[src/rtl/prc_pkg.sv]
// Shared constants and types for the pump run and trigger control block.
// Assumes a single 25 MHz system clock and an active high asynchronous reset.
package prc_pkg;

    localparam int CLK_FREQ_MHZ = 25;
    localparam int DEB_TIME_US  = 10000;
    localparam int DEB_CYCLES   = DEB_TIME_US * CLK_FREQ_MHZ;
    localparam int DEB_CNT_W    = 18;

    localparam int BTN_START = 0;
    localparam int BTN_STOP  = 1;
    localparam int BTN_MODE  = 2;
    localparam int BTN_FSEL  = 3;
    localparam int BTN_FENT  = 4;
    localparam int BTN_FCLR  = 5;
    localparam int BTN_TRIG  = 6;
    localparam int BTN_NUM   = 7;

    localparam int              PARAM_W     = 16;
    localparam int              PARAM_NUM   = 4;
    localparam logic [1:0]      PARAM_LAST  = 2'h3;
    localparam logic [15:0]     PARAM_RST   = 16'h0000;
    localparam logic [15:0]     PARAM_MIN   = 16'h0000;
    localparam logic [15:0]     PARAM_MAX   = 16'hffff;
    localparam logic [15:0]     PARAM_STEP  = 16'h0001;

    typedef enum logic [4:0] {
        MODE_SETUP    = 5'h01,
        MODE_PRIME    = 5'h02,
        MODE_DISPENSE = 5'h04,
        MODE_METER    = 5'h08,
        MODE_BUBBLE   = 5'h10
    } prc_mode_t;

    typedef enum logic [4:0] {
        RUN_IDLE   = 5'h01,
        RUN_PRIME  = 5'h02,
        RUN_DISP   = 5'h04,
        RUN_METER  = 5'h08,
        RUN_BUBBLE = 5'h10
    } prc_run_t;

endpackage : prc_pkg

[src/rtl/prc_debounce.sv]
// Two-flop synchroniser followed by a stability counter for one contact input.
// Assumes the raw input may bounce and is asynchronous to core_clk.
`timescale 1ns/1ps
module prc_debounce
    import prc_pkg::*;
#(
    parameter int Cycles = DEB_CYCLES
)
(
    input  wire logic core_clk,
    input  wire logic rst,
    input  wire logic rawIn,
    output logic      levelOut,
    output logic      riseOut
);

    logic                 sync1_q;
    logic                 sync2_q;
    logic [DEB_CNT_W-1:0] cnt_q;

    always_ff @(posedge core_clk or posedge rst)
    begin
        if (rst)
        begin
            sync1_q <= 1'b0;
            sync2_q <= 1'b0;
        end
        else
        begin
            sync1_q <= rawIn;
            sync2_q <= sync1_q;
        end
    end

    // A new level is taken only after it has held for the whole window.
    always_ff @(posedge core_clk or posedge rst)
    begin
        if (rst)
        begin
            cnt_q    <= '0;
            levelOut <= 1'b0;
            riseOut  <= 1'b0;
        end
        else
        begin
            riseOut <= 1'b0;
            if (sync2_q == levelOut)
                cnt_q <= '0;
            else if (cnt_q == DEB_CNT_W'(Cycles - 1))
            begin
                cnt_q    <= '0;
                levelOut <= sync2_q;
                riseOut  <= sync2_q;
            end
            else
                cnt_q <= cnt_q + DEB_CNT_W'(1);
        end
    end

endmodule : prc_debounce

[src/rtl/prc_dial.sv]
// Quadrature decoder for the front-panel dial, one step per rising edge of phase A.
// Assumes a detented encoder slow enough that the phases never change in one cycle.
`timescale 1ns/1ps
module prc_dial
    import prc_pkg::*;
(
    input  wire logic core_clk,
    input  wire logic rst,
    input  wire logic phaseA,
    input  wire logic phaseB,
    output logic      stepUp,
    output logic      stepDown
);

    logic aMeta_q;
    logic aSync_q;
    logic aPrev_q;
    logic bMeta_q;
    logic bSync_q;

    always_ff @(posedge core_clk or posedge rst)
    begin
        if (rst)
        begin
            aMeta_q <= 1'b0;
            aSync_q <= 1'b0;
            bMeta_q <= 1'b0;
            bSync_q <= 1'b0;
            aPrev_q <= 1'b0;
        end
        else
        begin
            aMeta_q <= phaseA;
            aSync_q <= aMeta_q;
            bMeta_q <= phaseB;
            bSync_q <= bMeta_q;
            aPrev_q <= aSync_q;
        end
    end

    always_ff @(posedge core_clk or posedge rst)
    begin
        if (rst)
        begin
            stepUp   <= 1'b0;
            stepDown <= 1'b0;
        end
        else
        begin
            stepUp   <= aSync_q & ~aPrev_q & ~bSync_q;
            stepDown <= aSync_q & ~aPrev_q & bSync_q;
        end
    end

endmodule : prc_dial

[src/rtl/prc_run_ctrl.sv]
// Run control for the dispensing controller: mode selection, setup editing,
// start and stop handling, external trigger handling and button lamps.
// Assumes push-buttons and trigger are raw contacts; the motion block reports
// dispense completion and an empty chamber as levels or pulses on core_clk.
`timescale 1ns/1ps
module prc_run_ctrl
    import prc_pkg::*;
#(
    parameter int DebCycles = DEB_CYCLES
)
(
    input  wire logic               core_clk,
    input  wire logic               rst,
    input  wire logic               startBtn,
    input  wire logic               stopBtn,
    input  wire logic               modeBtn,
    input  wire logic               fnSelBtn,
    input  wire logic               fnEntBtn,
    input  wire logic               fnClrBtn,
    input  wire logic               trigIn,
    input  wire logic               dialA,
    input  wire logic               dialB,
    input  wire logic               dispenseDone,
    input  wire logic               chamberEmpty,
    output logic                    pumpRun,
    output logic                    pumpDirRev,
    output logic                    portB,
    output logic                    loadReq,
    output logic                    startLampGreen,
    output logic                    stopLampRed,
    output logic [4:0]              modeShown,
    output logic [1:0]              selParam,
    output logic [PARAM_W-1:0]      shownVal
);

    logic [BTN_NUM-1:0] rawBtn;
    logic [BTN_NUM-1:0] btnLevel;
    logic [BTN_NUM-1:0] btnRise;
    logic               dialUp;
    logic               dialDown;

    prc_mode_t          mode_q;
    prc_mode_t          mode_d;
    prc_run_t           run_q;
    prc_run_t           run_d;
    logic [PARAM_W-1:0] params_q [PARAM_NUM];
    logic [PARAM_W-1:0] editVal_q;

    logic startEv;
    logic stopEv;
    logic modeEv;
    logic trigRise;
    logic trigLevel;
    logic idle;

    assign rawBtn = {trigIn, fnClrBtn, fnEntBtn, fnSelBtn, modeBtn, stopBtn, startBtn};

    // One debouncer per contact keeps bounce from looking like several edges.
    generate
        for (genvar i = 0; i < BTN_NUM; i++)
        begin : g_deb
            prc_debounce #(
                .Cycles   (DebCycles)
            ) u_deb (
                .core_clk (core_clk),
                .rst      (rst),
                .rawIn    (rawBtn[i]),
                .levelOut (btnLevel[i]),
                .riseOut  (btnRise[i])
            );
        end
    endgenerate

    prc_dial u_dial (
        .core_clk (core_clk),
        .rst      (rst),
        .phaseA   (dialA),
        .phaseB   (dialB),
        .stepUp   (dialUp),
        .stepDown (dialDown)
    );

    assign startEv   = btnRise[BTN_START];
    assign stopEv    = btnRise[BTN_STOP];
    assign modeEv    = btnRise[BTN_MODE];
    assign trigRise  = btnRise[BTN_TRIG];
    assign trigLevel = btnLevel[BTN_TRIG];
    assign idle      = (run_q == RUN_IDLE);

    // Mode changes are refused while pumping so a run never changes its meaning midway.
    always_comb
    begin
        mode_d = mode_q;
        if (modeEv && idle)
        begin
            unique case (mode_q)
                MODE_SETUP:    mode_d = MODE_PRIME;
                MODE_PRIME:    mode_d = MODE_DISPENSE;
                MODE_DISPENSE: mode_d = MODE_METER;
                MODE_METER:    mode_d = MODE_BUBBLE;
                MODE_BUBBLE:   mode_d = MODE_SETUP;
                default:       mode_d = MODE_SETUP;
            endcase
        end
    end

    always_ff @(posedge core_clk or posedge rst)
    begin
        if (rst)
            mode_q <= MODE_SETUP;
        else
            mode_q <= mode_d;
    end

    always_comb
    begin
        run_d = run_q;
        unique case (run_q)
            RUN_IDLE:
            begin
                if (stopEv)
                    run_d = RUN_IDLE;
                else if (mode_q == MODE_PRIME && startEv)
                    run_d = RUN_PRIME;
                else if (mode_q == MODE_BUBBLE && startEv)
                    run_d = RUN_BUBBLE;
                else if (mode_q == MODE_DISPENSE && (startEv || trigRise))
                    run_d = RUN_DISP;
                else if (mode_q == MODE_METER && trigRise && !chamberEmpty)
                    run_d = RUN_METER;
                else if (mode_q == MODE_METER && startEv && !chamberEmpty)
                    run_d = RUN_METER;
            end
            RUN_PRIME, RUN_BUBBLE:
            begin
                if (stopEv)
                    run_d = RUN_IDLE;
            end
            RUN_DISP:
            begin
                if (stopEv || dispenseDone)
                    run_d = RUN_IDLE;
            end
            RUN_METER:
            begin
                if (stopEv || chamberEmpty || !trigLevel)
                    run_d = RUN_IDLE;
            end
            default: run_d = RUN_IDLE;
        endcase
    end

    always_ff @(posedge core_clk or posedge rst)
    begin
        if (rst)
            run_q <= RUN_IDLE;
        else
            run_q <= run_d;
    end

    // Lamps share the next state with the run flag so they never disagree with it.
    always_ff @(posedge core_clk or posedge rst)
    begin
        if (rst)
        begin
            pumpRun        <= 1'b0;
            startLampGreen <= 1'b0;
            stopLampRed    <= 1'b1;
            modeShown      <= MODE_SETUP;
        end
        else
        begin
            pumpRun        <= (run_d != RUN_IDLE);
            startLampGreen <= (run_d != RUN_IDLE);
            stopLampRed    <= (run_d == RUN_IDLE);
            modeShown      <= mode_d;
        end
    end

    // Function buttons act on what their display field holds in this mode.
    always_ff @(posedge core_clk or posedge rst)
    begin
        if (rst)
        begin
            pumpDirRev <= 1'b0;
            portB      <= 1'b0;
            loadReq    <= 1'b0;
            selParam   <= 2'h0;
        end
        else
        begin
            loadReq <= 1'b0;
            if (mode_q == MODE_SETUP)
            begin
                if (btnRise[BTN_FSEL])
                    selParam <= (selParam == PARAM_LAST) ? 2'h0 : selParam + 2'h1;
            end
            else if (idle)
            begin
                if (btnRise[BTN_FSEL] && mode_q != MODE_BUBBLE)
                    pumpDirRev <= ~pumpDirRev;
                if (btnRise[BTN_FENT])
                    portB <= ~portB;
                if (btnRise[BTN_FCLR] && mode_q != MODE_BUBBLE)
                    loadReq <= 1'b1;
            end
        end
    end

    // A new value only reaches the store on Enter; leaving Setup drops the edit.
    always_ff @(posedge core_clk or posedge rst)
    begin
        if (rst)
        begin
            editVal_q <= PARAM_RST;
            for (int i = 0; i < PARAM_NUM; i++)
                params_q[i] <= PARAM_RST;
        end
        else if (mode_q != MODE_SETUP)
            editVal_q <= params_q[selParam];
        else if (btnRise[BTN_FSEL])
            editVal_q <= params_q[(selParam == PARAM_LAST) ? 2'h0 : selParam + 2'h1];
        else if (btnRise[BTN_FENT])
            params_q[selParam] <= editVal_q;
        else if (btnRise[BTN_FCLR])
            editVal_q <= PARAM_MIN;
        else if (dialUp && editVal_q != PARAM_MAX)
            editVal_q <= editVal_q + PARAM_STEP;
        else if (dialDown && editVal_q != PARAM_MIN)
            editVal_q <= editVal_q - PARAM_STEP;
    end

    always_ff @(posedge core_clk or posedge rst)
    begin
        if (rst)
            shownVal <= PARAM_RST;
        else
            shownVal <= editVal_q;
    end
endmodule : prc_run_ctrl
[config.mk]
export PLATFORM = sky130hd
export DESIGN_NAME = prc_run_ctrl
export DESIGN_NICKNAME = d
export VERILOG_FILES = /design/src/rtl/prc_pkg.sv /design/src/rtl/prc_debounce.sv /design/src/rtl/prc_dial.sv /design/src/rtl/prc_run_ctrl.sv
export SDC_FILE = /design/constraint.sdc
export NUM_CORES = 1
export LEC_CHECK = 0
export BUFFER_PORTS_ARGS = -buffer_cell sky130_fd_sc_hd__buf_2
export CAP_MARGIN = 20
export CORE_ASPECT_RATIO = 0.9
export CORE_UTILIZATION = 38
export DETAILED_ROUTE_END_ITERATION = 16
export PLACE_DENSITY_LB_ADDON = 0.15
export SLEW_MARGIN = 20
export SYNTH_ARGS = -nofsm -noshare
export SYNTH_HDL_FRONTEND = slang
export SYNTH_SLANG_ARGS = --single-unit
[constraint.sdc]
create_clock -name core_clk -period 28.8 [get_ports core_clk]
set_input_delay 5.76 -clock core_clk [delete_from_list [all_inputs] [get_ports core_clk]]
set_output_delay 5.76 -clock core_clk [all_outputs]
set_load 0.01 [all_outputs]
==> results by group, run 1 <==
Synth
  • Number of enable flip-flop cells after synthesis: 0
  • Syn Std Cell Area: 13,200 µm²
  • Gate Count Post-Synth: 1,189
  • Post-synth ARST share: 100%
  • Ys Warns: 0
  • Top cell type's share of synthesized area: 51.2%
  • Post-synth net total: 1,229
  • Post-Syn Area per Cell: 11.1 µm²
  • Count leader, synth: dfrtp_1
  • Leading area contributor after synthesis: dfrtp_1
  • Prevailing post-synth register cell: dfrtp_1
  • Synth Register Bits: 274
  • Post-synth cell types: 64
  • Commonest cells in the netlist: dfrtp_1, nor2_1, nand2_1
  • Post-synthesis sequential area ratio: 51.8%
  • Synth top area cells: dfrtp_1, mux4_2, nor2_1

Layout
  • Nets: 1,276
  • Final non-filler cell total: 1,723
  • Fillers: 3,255
  • Share of layout cells above drive strength 1: 14.9%
  • Antenna Cells: 0
  • Area Growth Syn to Fin: 13.1%

Detailed routing
  • Via density per instance: 5.14
  • Wire per inst: 16.0 µm
  • Antenna viol nets, final: 0
  • Routed WL: 27.5 mm
  • 1st-pass router iterations: 4
  • DRC viols: 0
  • Via count: 8,849
  • Detailed Route Iter0 Violations: 470

Setup path
  • CP Launch Type: flip-flop
  • Highest-delay cell along the critical path: dfrtp_1
  • Cell depth of the worst flop-to-flop path: 10
  • CP startpoint: modeShown[4]
  • Critical path data arrival time: 1450 ps
  • Cell family with most CP delay: flip-flops
  • Cell Chain, Critical Path: buf_2
  • Crit Path Class: reg2out
  • Reg2reg end: editVal_q[15]
  • Levels on crit path: 1
  • R2R Setup Slk: 25,120 ps
  • CP Max Fanout: 15
  • CP Capture Type: output pin
  • CP bufs+invs: 1
  • Crit Reg-Reg Startpoint: editVal_q[0]
  • Critical Path RT: 23,040 ps
  • Crit path to: modeShown[4]
  • Worst path max stage delay: 640 ps

Power and ir drop
  • Power consumption: 0.000814 W
  • Pwr Density: 54.3 nW/µm²
  • Leakage: 6.74 nW
  • Maximum VDD drop: 0.0422 mV

Global route
  • Met3 GRT Util: 2.75%
  • GRT busiest layer: met2
  • Met1 usage: 23.6%
  • Tot GR Track Use: 16.3%
  • Largest net degree at the start of global routing: 144
  • Global route overflow: 0
  • First-pass GRT wire length: 46.3 mm
  • Vias in the first global route: 8,905
  • Initial antenna violation count: 0
  • Met2 Usage GRT: 25.4%

Placed design
  • Routability cong.: 0.784
  • Setup slack at placement: 20,370 ps
  • DP Wirelength: 17.3 mm
  • # port buffers: 41
  • Placed instance count: 1,664

Clock network
  • CTS Buf Count: 31
  • Clk sink count: 274
  • Post-CTS Setup Bufs: 0
  • Cts hold-fix bufs: 0
  • Root buf cell: clkbuf_16
  • Maximum clock insertion buffer count: 3
  • Worst-path clk slew: 60 ps
  • Clock latency on the worst-skew pair: 570 ps
  • Post-cts sizing count: 0
  • H-tree levels: 1
  • TritonCTS clock tree: yes

STA
  • Fmax: 139 MHz
  • Final setup TNS: 0 ps
  • Final min period: 7210 ps
  • Final Cycle Share: 25.0%
  • RSZ-0062 raised after global routing: no
  • Worst slew pin tran: 938 ps
  • Slew margin rel.: 37.5%
  • Pins Over Slew Limit: 0
  • Post-Route Skew: 16.9 ps
  • Fin worst setup slack: 21,590 ps
  • Hold Violations, Final: 0
  • Final Setup Violations: 0
  • Fin Hold WS: 341 ps

Floorplan
  • Die Wd: 199 µm
  • Die H: 179 µm
  • Die area: 35,600 µm²
  • CORE AREA: 34,200 µm²
  • IO Pins: 42
  • Effective utilization at floorplan: 38.7%
  • # rows: 64

Min path
  • Min-delay worst type: reg2reg

Run status
  • Status: completed

Job
  • Max-cap viol count: 0
==> where the power goes <==
part           total [W]  internal, W  switching (W)  leakage [nW]
clock network   0.000400     0.000241       0.000159         0.519
registers       0.000392     0.000389     0.00000290          3.76
logic          0.0000220   0.00000613      0.0000158          2.47
==> state kept, by name, summed over array words and instances, names as in the netlist, 7 cells and up <==
name                  flops
g_deb.u_deb.cnt_q       126
params_q                 64
editVal_q                16
shownVal                 16
g_deb.u_deb.levelOut      7
g_deb.u_deb.riseOut       7
g_deb.u_deb.sync1_q       7
g_deb.u_deb.sync2_q       7
==> metrics by stage <==
step,instance area (µm²),util [%]
6_report,15000,43.8
5_1_grt,15000,43.8
4_1_cts,15000,43.7
3_5_place_dp,13900,40.7
3_3_place_gp,13900,40.7
2_1_floorplan,13200,-
==> cells in the final DEF (no fill, tap or decap), types with 5 or more instances in the layout <==
cell / count
dfrtp_1: 271
nor2_1: 174
nand2_1: 88
nand3_1: 82
xor2_1: 70
xnor2_1: 57
buf_2: 41
mux2_2: 36
mux4_2: 32
clkbuf_16: 31
nor3_1: 29
and3_1: 29
mux2_1: 28
ha_1: 26
a21oi_1: 23
o21ai_0: 17
a22oi_1: 15
o21ai_1: 15
a31oi_1: 13
inv_1: 13
nor4_1: 12
nand4_1: 10
nor3b_1: 10
clkbuf_8: 10
nand2b_1: 9
or3_1: 9
nor4b_1: 8
nand3b_1: 7
clkbuf_1: 7
buf_4: 7
and2_1: 5
o31ai_1: 5
clkinv_2: 5
==> worst min-delay path by stage <==
stage | startpoint | to | slack [ps] | depth (start not counted)
finish | g_deb[1].u_deb.sync1_q | g_deb[1].u_deb.sync2_q | 340 | 0
floorplan | g_deb[0].u_deb.sync1_q | g_deb[0].u_deb.sync2_q | 330 | 0
global placement | u_dial.aMeta_q | u_dial.aSync_q | 330 | 0
global route | u_dial.aMeta_q | u_dial.aSync_q | 360 | 0
CTS | g_deb[1].u_deb.sync1_q | g_deb[1].u_deb.sync2_q | 350 | 0
detailed placement | g_deb[1].u_deb.sync1_q | g_deb[1].u_deb.sync2_q | 340 | 0
==> worst reg2reg max path, delay by kind of cell, from the launching register on <==
| family | cells | cell delay (ps) |
|---|---|---|
| mux | 1 | 260 |
| simple gates | 1 | 220 |
| compound gates | 6 | 1800 |
| fa+ha+maj | 1 | 320 |
| flops | 1 | 610 |
| buf+inv | 1 | 330 |
==> area by class of cell <==
cell class / count / area (µm²) / area share (%)
Clock buffer: 48 / 940 / 6.27
Clock inverter: 10 / 110 / 0.735
Inverter: 14 / 60.1 / 0.401
Multi-Input combinational cell: 866 / 6150 / 41.1
Sequential cell: 274 / 6860 / 45.8
Tap cell: 462 / 578 / 3.86
Timing Repair Buffer: 49 / 285 / 1.90
==> cells by family (layout without fill, tap and decap cells) <==
kind of cell,Yosys count,in the layout,share of synthesized area [%]
DFF,274,274,51.8
muxes,97,97,11.0
and+or+nand+nor,492,492,18.0
adders and majority gates,27,27,2.61
xor gates and xnor gates,127,127,8.40
AOI/OAI and AO/OA,123,123,6.48
buffers and inverters,49,121,1.78
==> per-layer routing <==
metal	wire (µm)	share of wire, %
met2	12100	44
met5	0	0
met3	965	3.5
met4	508	1.8
met1	13900	51
No activity file was read; power rests on OpenSTA's default activity.
==> inputs of run 2 (changes only) <==
- clock period: 28.8 -> 5.9 ns (I/O delays scaled with it)
==> results by group, run 2 (synthesis results as in run 1) <==
Run status
  • Status: completed

Layout
  • Max FFs per register: 126
  • Final non-filler cell total: 1,723
  • Fillers: 3,268
  • Antenna Cells: 0
  • Biggest regs: g_deb.u_deb.cnt_q x126, params_q x64
  • Commonest non-fill, non-tap cell in the layout: dfrtp_1
  • Share of layout cells above drive strength 1: 14.9%
  • Nets: 1,276
  • Post-route cell area: 15,000 µm²
  • Largest register by flop count: g_deb.u_deb.cnt_q
  • Most frequent cells in the layout: dfrtp_1, nor2_1, nand2_1, nand3_1, xor2_1
  • Area Growth Syn to Fin: 13.1%

Setup path
  • Cell family with most CP delay: compound AO/OA/AOI/OAI gates
  • Highest-delay cell along the critical path: dfrtp_1
  • Reg2reg end: editVal_q[11]
  • Critical Path RT: 6300 ps
  • CP Capture Type: flip-flop
  • Crit Path Class: reg2reg
  • Critical path data arrival time: 3930 ps
  • CP most frequent cell: a21o_1
  • CP Max Fanout: 15
  • CP bufs+invs: 1
  • Crit Reg-Reg Startpoint: editVal_q[0]
  • CP Launch Type: flip-flop
  • Worst path max stage delay: 560 ps
  • Cell Chain, Critical Path: nand4_1 -> o41ai_4 -> buf_4 -> ha_1 -> a21o_1 -> a21o_1 -> a221oi_1 -> o21ba_1 -> mux2i_1 -> a31oi_1
  • R2R Setup Slk: 2370 ps
  • Cell depth of the worst flop-to-flop path: 10

Placed design
  • # port buffers: 41
  • Setup slack at placement: 2360 ps
  • Placed cell area: 13,900 µm²
  • Placed instance count: 1,664
  • DP Wirelength: 17.3 mm
  • Routability cong.: 0.848

Clock network
  • Post-cts sizing count: 0
  • H-tree levels: 1
  • Post-CTS Setup Bufs: 0
  • Root buf cell: clkbuf_16
  • CTS Buf Count: 31
  • Cts hold-fix bufs: 0
  • Clock latency on the worst-skew pair: 570 ps
  • Maximum clock insertion buffer count: 3
  • TritonCTS clock tree: yes
  • Clk sink count: 274
  • Worst-path clk slew: 60 ps

Power and ir drop
  • Sw Share: 22.0%
  • Leakage: 6.74 nW
  • Flop pwr share: 48.1%
  • Pwr Density: 265 nW/µm²
  • Net Sw Power: 0.000874 W
  • Comb pwr share: 2.7%
  • Clock network fraction of design power: 49.1%
  • Internal Dissipation: 0.00310 W
  • Maximum VDD drop: 0.203 mV

Floorplan
  • Die H: 179 µm
  • Die area: 35,600 µm²
  • CORE AREA: 34,200 µm²
  • Die Wd: 199 µm
  • # rows: 64
  • Effective utilization at floorplan: 38.7%
  • IO Pins: 42

STA
  • Hold Violations, Final: 0
  • RSZ-0062 raised after global routing: no
  • Final setup TNS: 0 ps
  • Pins Over Slew Limit: 0
  • Final min period: 3530 ps
  • Fin Hold WS: 345 ps
  • Final Cycle Share: 59.8%
  • Worst slew pin tran: 962 ps
  • Final Setup Violations: 0
  • Fmax: 283 MHz
  • Post-Route Skew: 13.9 ps
  • Fin worst setup slack: 2370 ps
  • Slew margin rel.: 35.9%

Global route
  • Tot GR Track Use: 16.3%
  • Global route overflow: 0
  • Largest net degree at the start of global routing: 186
  • Vias in the first global route: 8,836
  • First-pass GRT wire length: 46.6 mm
  • Initial antenna violation count: 0

Detailed routing
  • Via count: 8,834
  • DRC viols: 0
  • Antenna viol nets, final: 0
  • Wire per inst: 15.9 µm
  • Routed WL: 27.4 mm
  • Via density per instance: 5.13
  • Detailed Route Iter0 Violations: 549
  • 1st-pass router iterations: 5

Min path
  • HP Start: g_deb[4].u_deb.sync1_q
  • Min-delay worst type: reg2reg
  • Hold endpoint: g_deb[4].u_deb.sync2_q
  • Hold Path Depth: 0

Job
  • Max-cap viol count: 0
-- run 2: cell types whose count changed in the layout (fill, tap and decap cells not counted), sizes merged --
cell	before	now
bufinv	2	3
clkbuf	48	44
clkinv	5	9
clkinvlp	1	2
inv	16	14
-- run 2: routing by layer --
metal / vias to the layer above / track usage (%) / share of wire, %
met5: - / 0 / 0
met4: 0 / 3.94 / 1.9
met3: 42 / 2.99 / 3.9
met2: 126 / 24.8 / 43
met1: 4357 / 23.9 / 51
li1: 4309 / - / -
-- run 2: area by class of cell --
cell class                 count  area (µm²)  area share, %
sequential                   274        6860           45.8
multi-input combinational    866        6150           41.1
clock buffer                  44         885           5.90
tap                          462         578           3.86
timing repair buffer          49         298           1.99
clock inverter                14         151           1.01
inverter                      14        56.3          0.376
-- run 2: worst max-delay path by stage --
stage / from / endpoint / slack, ps / cells after the start
finish: editVal_q[0] / editVal_q[11] / 2370 / 10
detailed placement: editVal_q[0] / editVal_q[11] / 2360 / 10
CTS: editVal_q[0] / editVal_q[11] / 2360 / 10
global placement: editVal_q[12] / editVal_q[15] / 2490 / 10
floorplan: rst / editVal_q[0] / 1100 / 1
global route: editVal_q[0] / editVal_q[11] / 2080 / 10
-- run 2: through the flow --
step	utilization, %	total power (W)
after detailed placement	40.7	0.00206
final	43.8	0.00397
after global placement	40.7	0.00206
after floorplan	-	0.00202
after CTS	43.7	0.00404
after global routing	43.8	0.00413
-- run 2: power by group through the flow --
stage / clock, W / sequential (W) / combinational (W)
2_1_floorplan: 0 / 0.00194 / 0.0000787
3_3_place_gp: 0 / 0.00195 / 0.000110
3_5_place_dp: 0 / 0.00195 / 0.000111
4_1_cts: 0.00201 / 0.00191 / 0.000112
5_1_grt: 0.00208 / 0.00191 / 0.000129
6_report: 0.00195 / 0.00191 / 0.000109
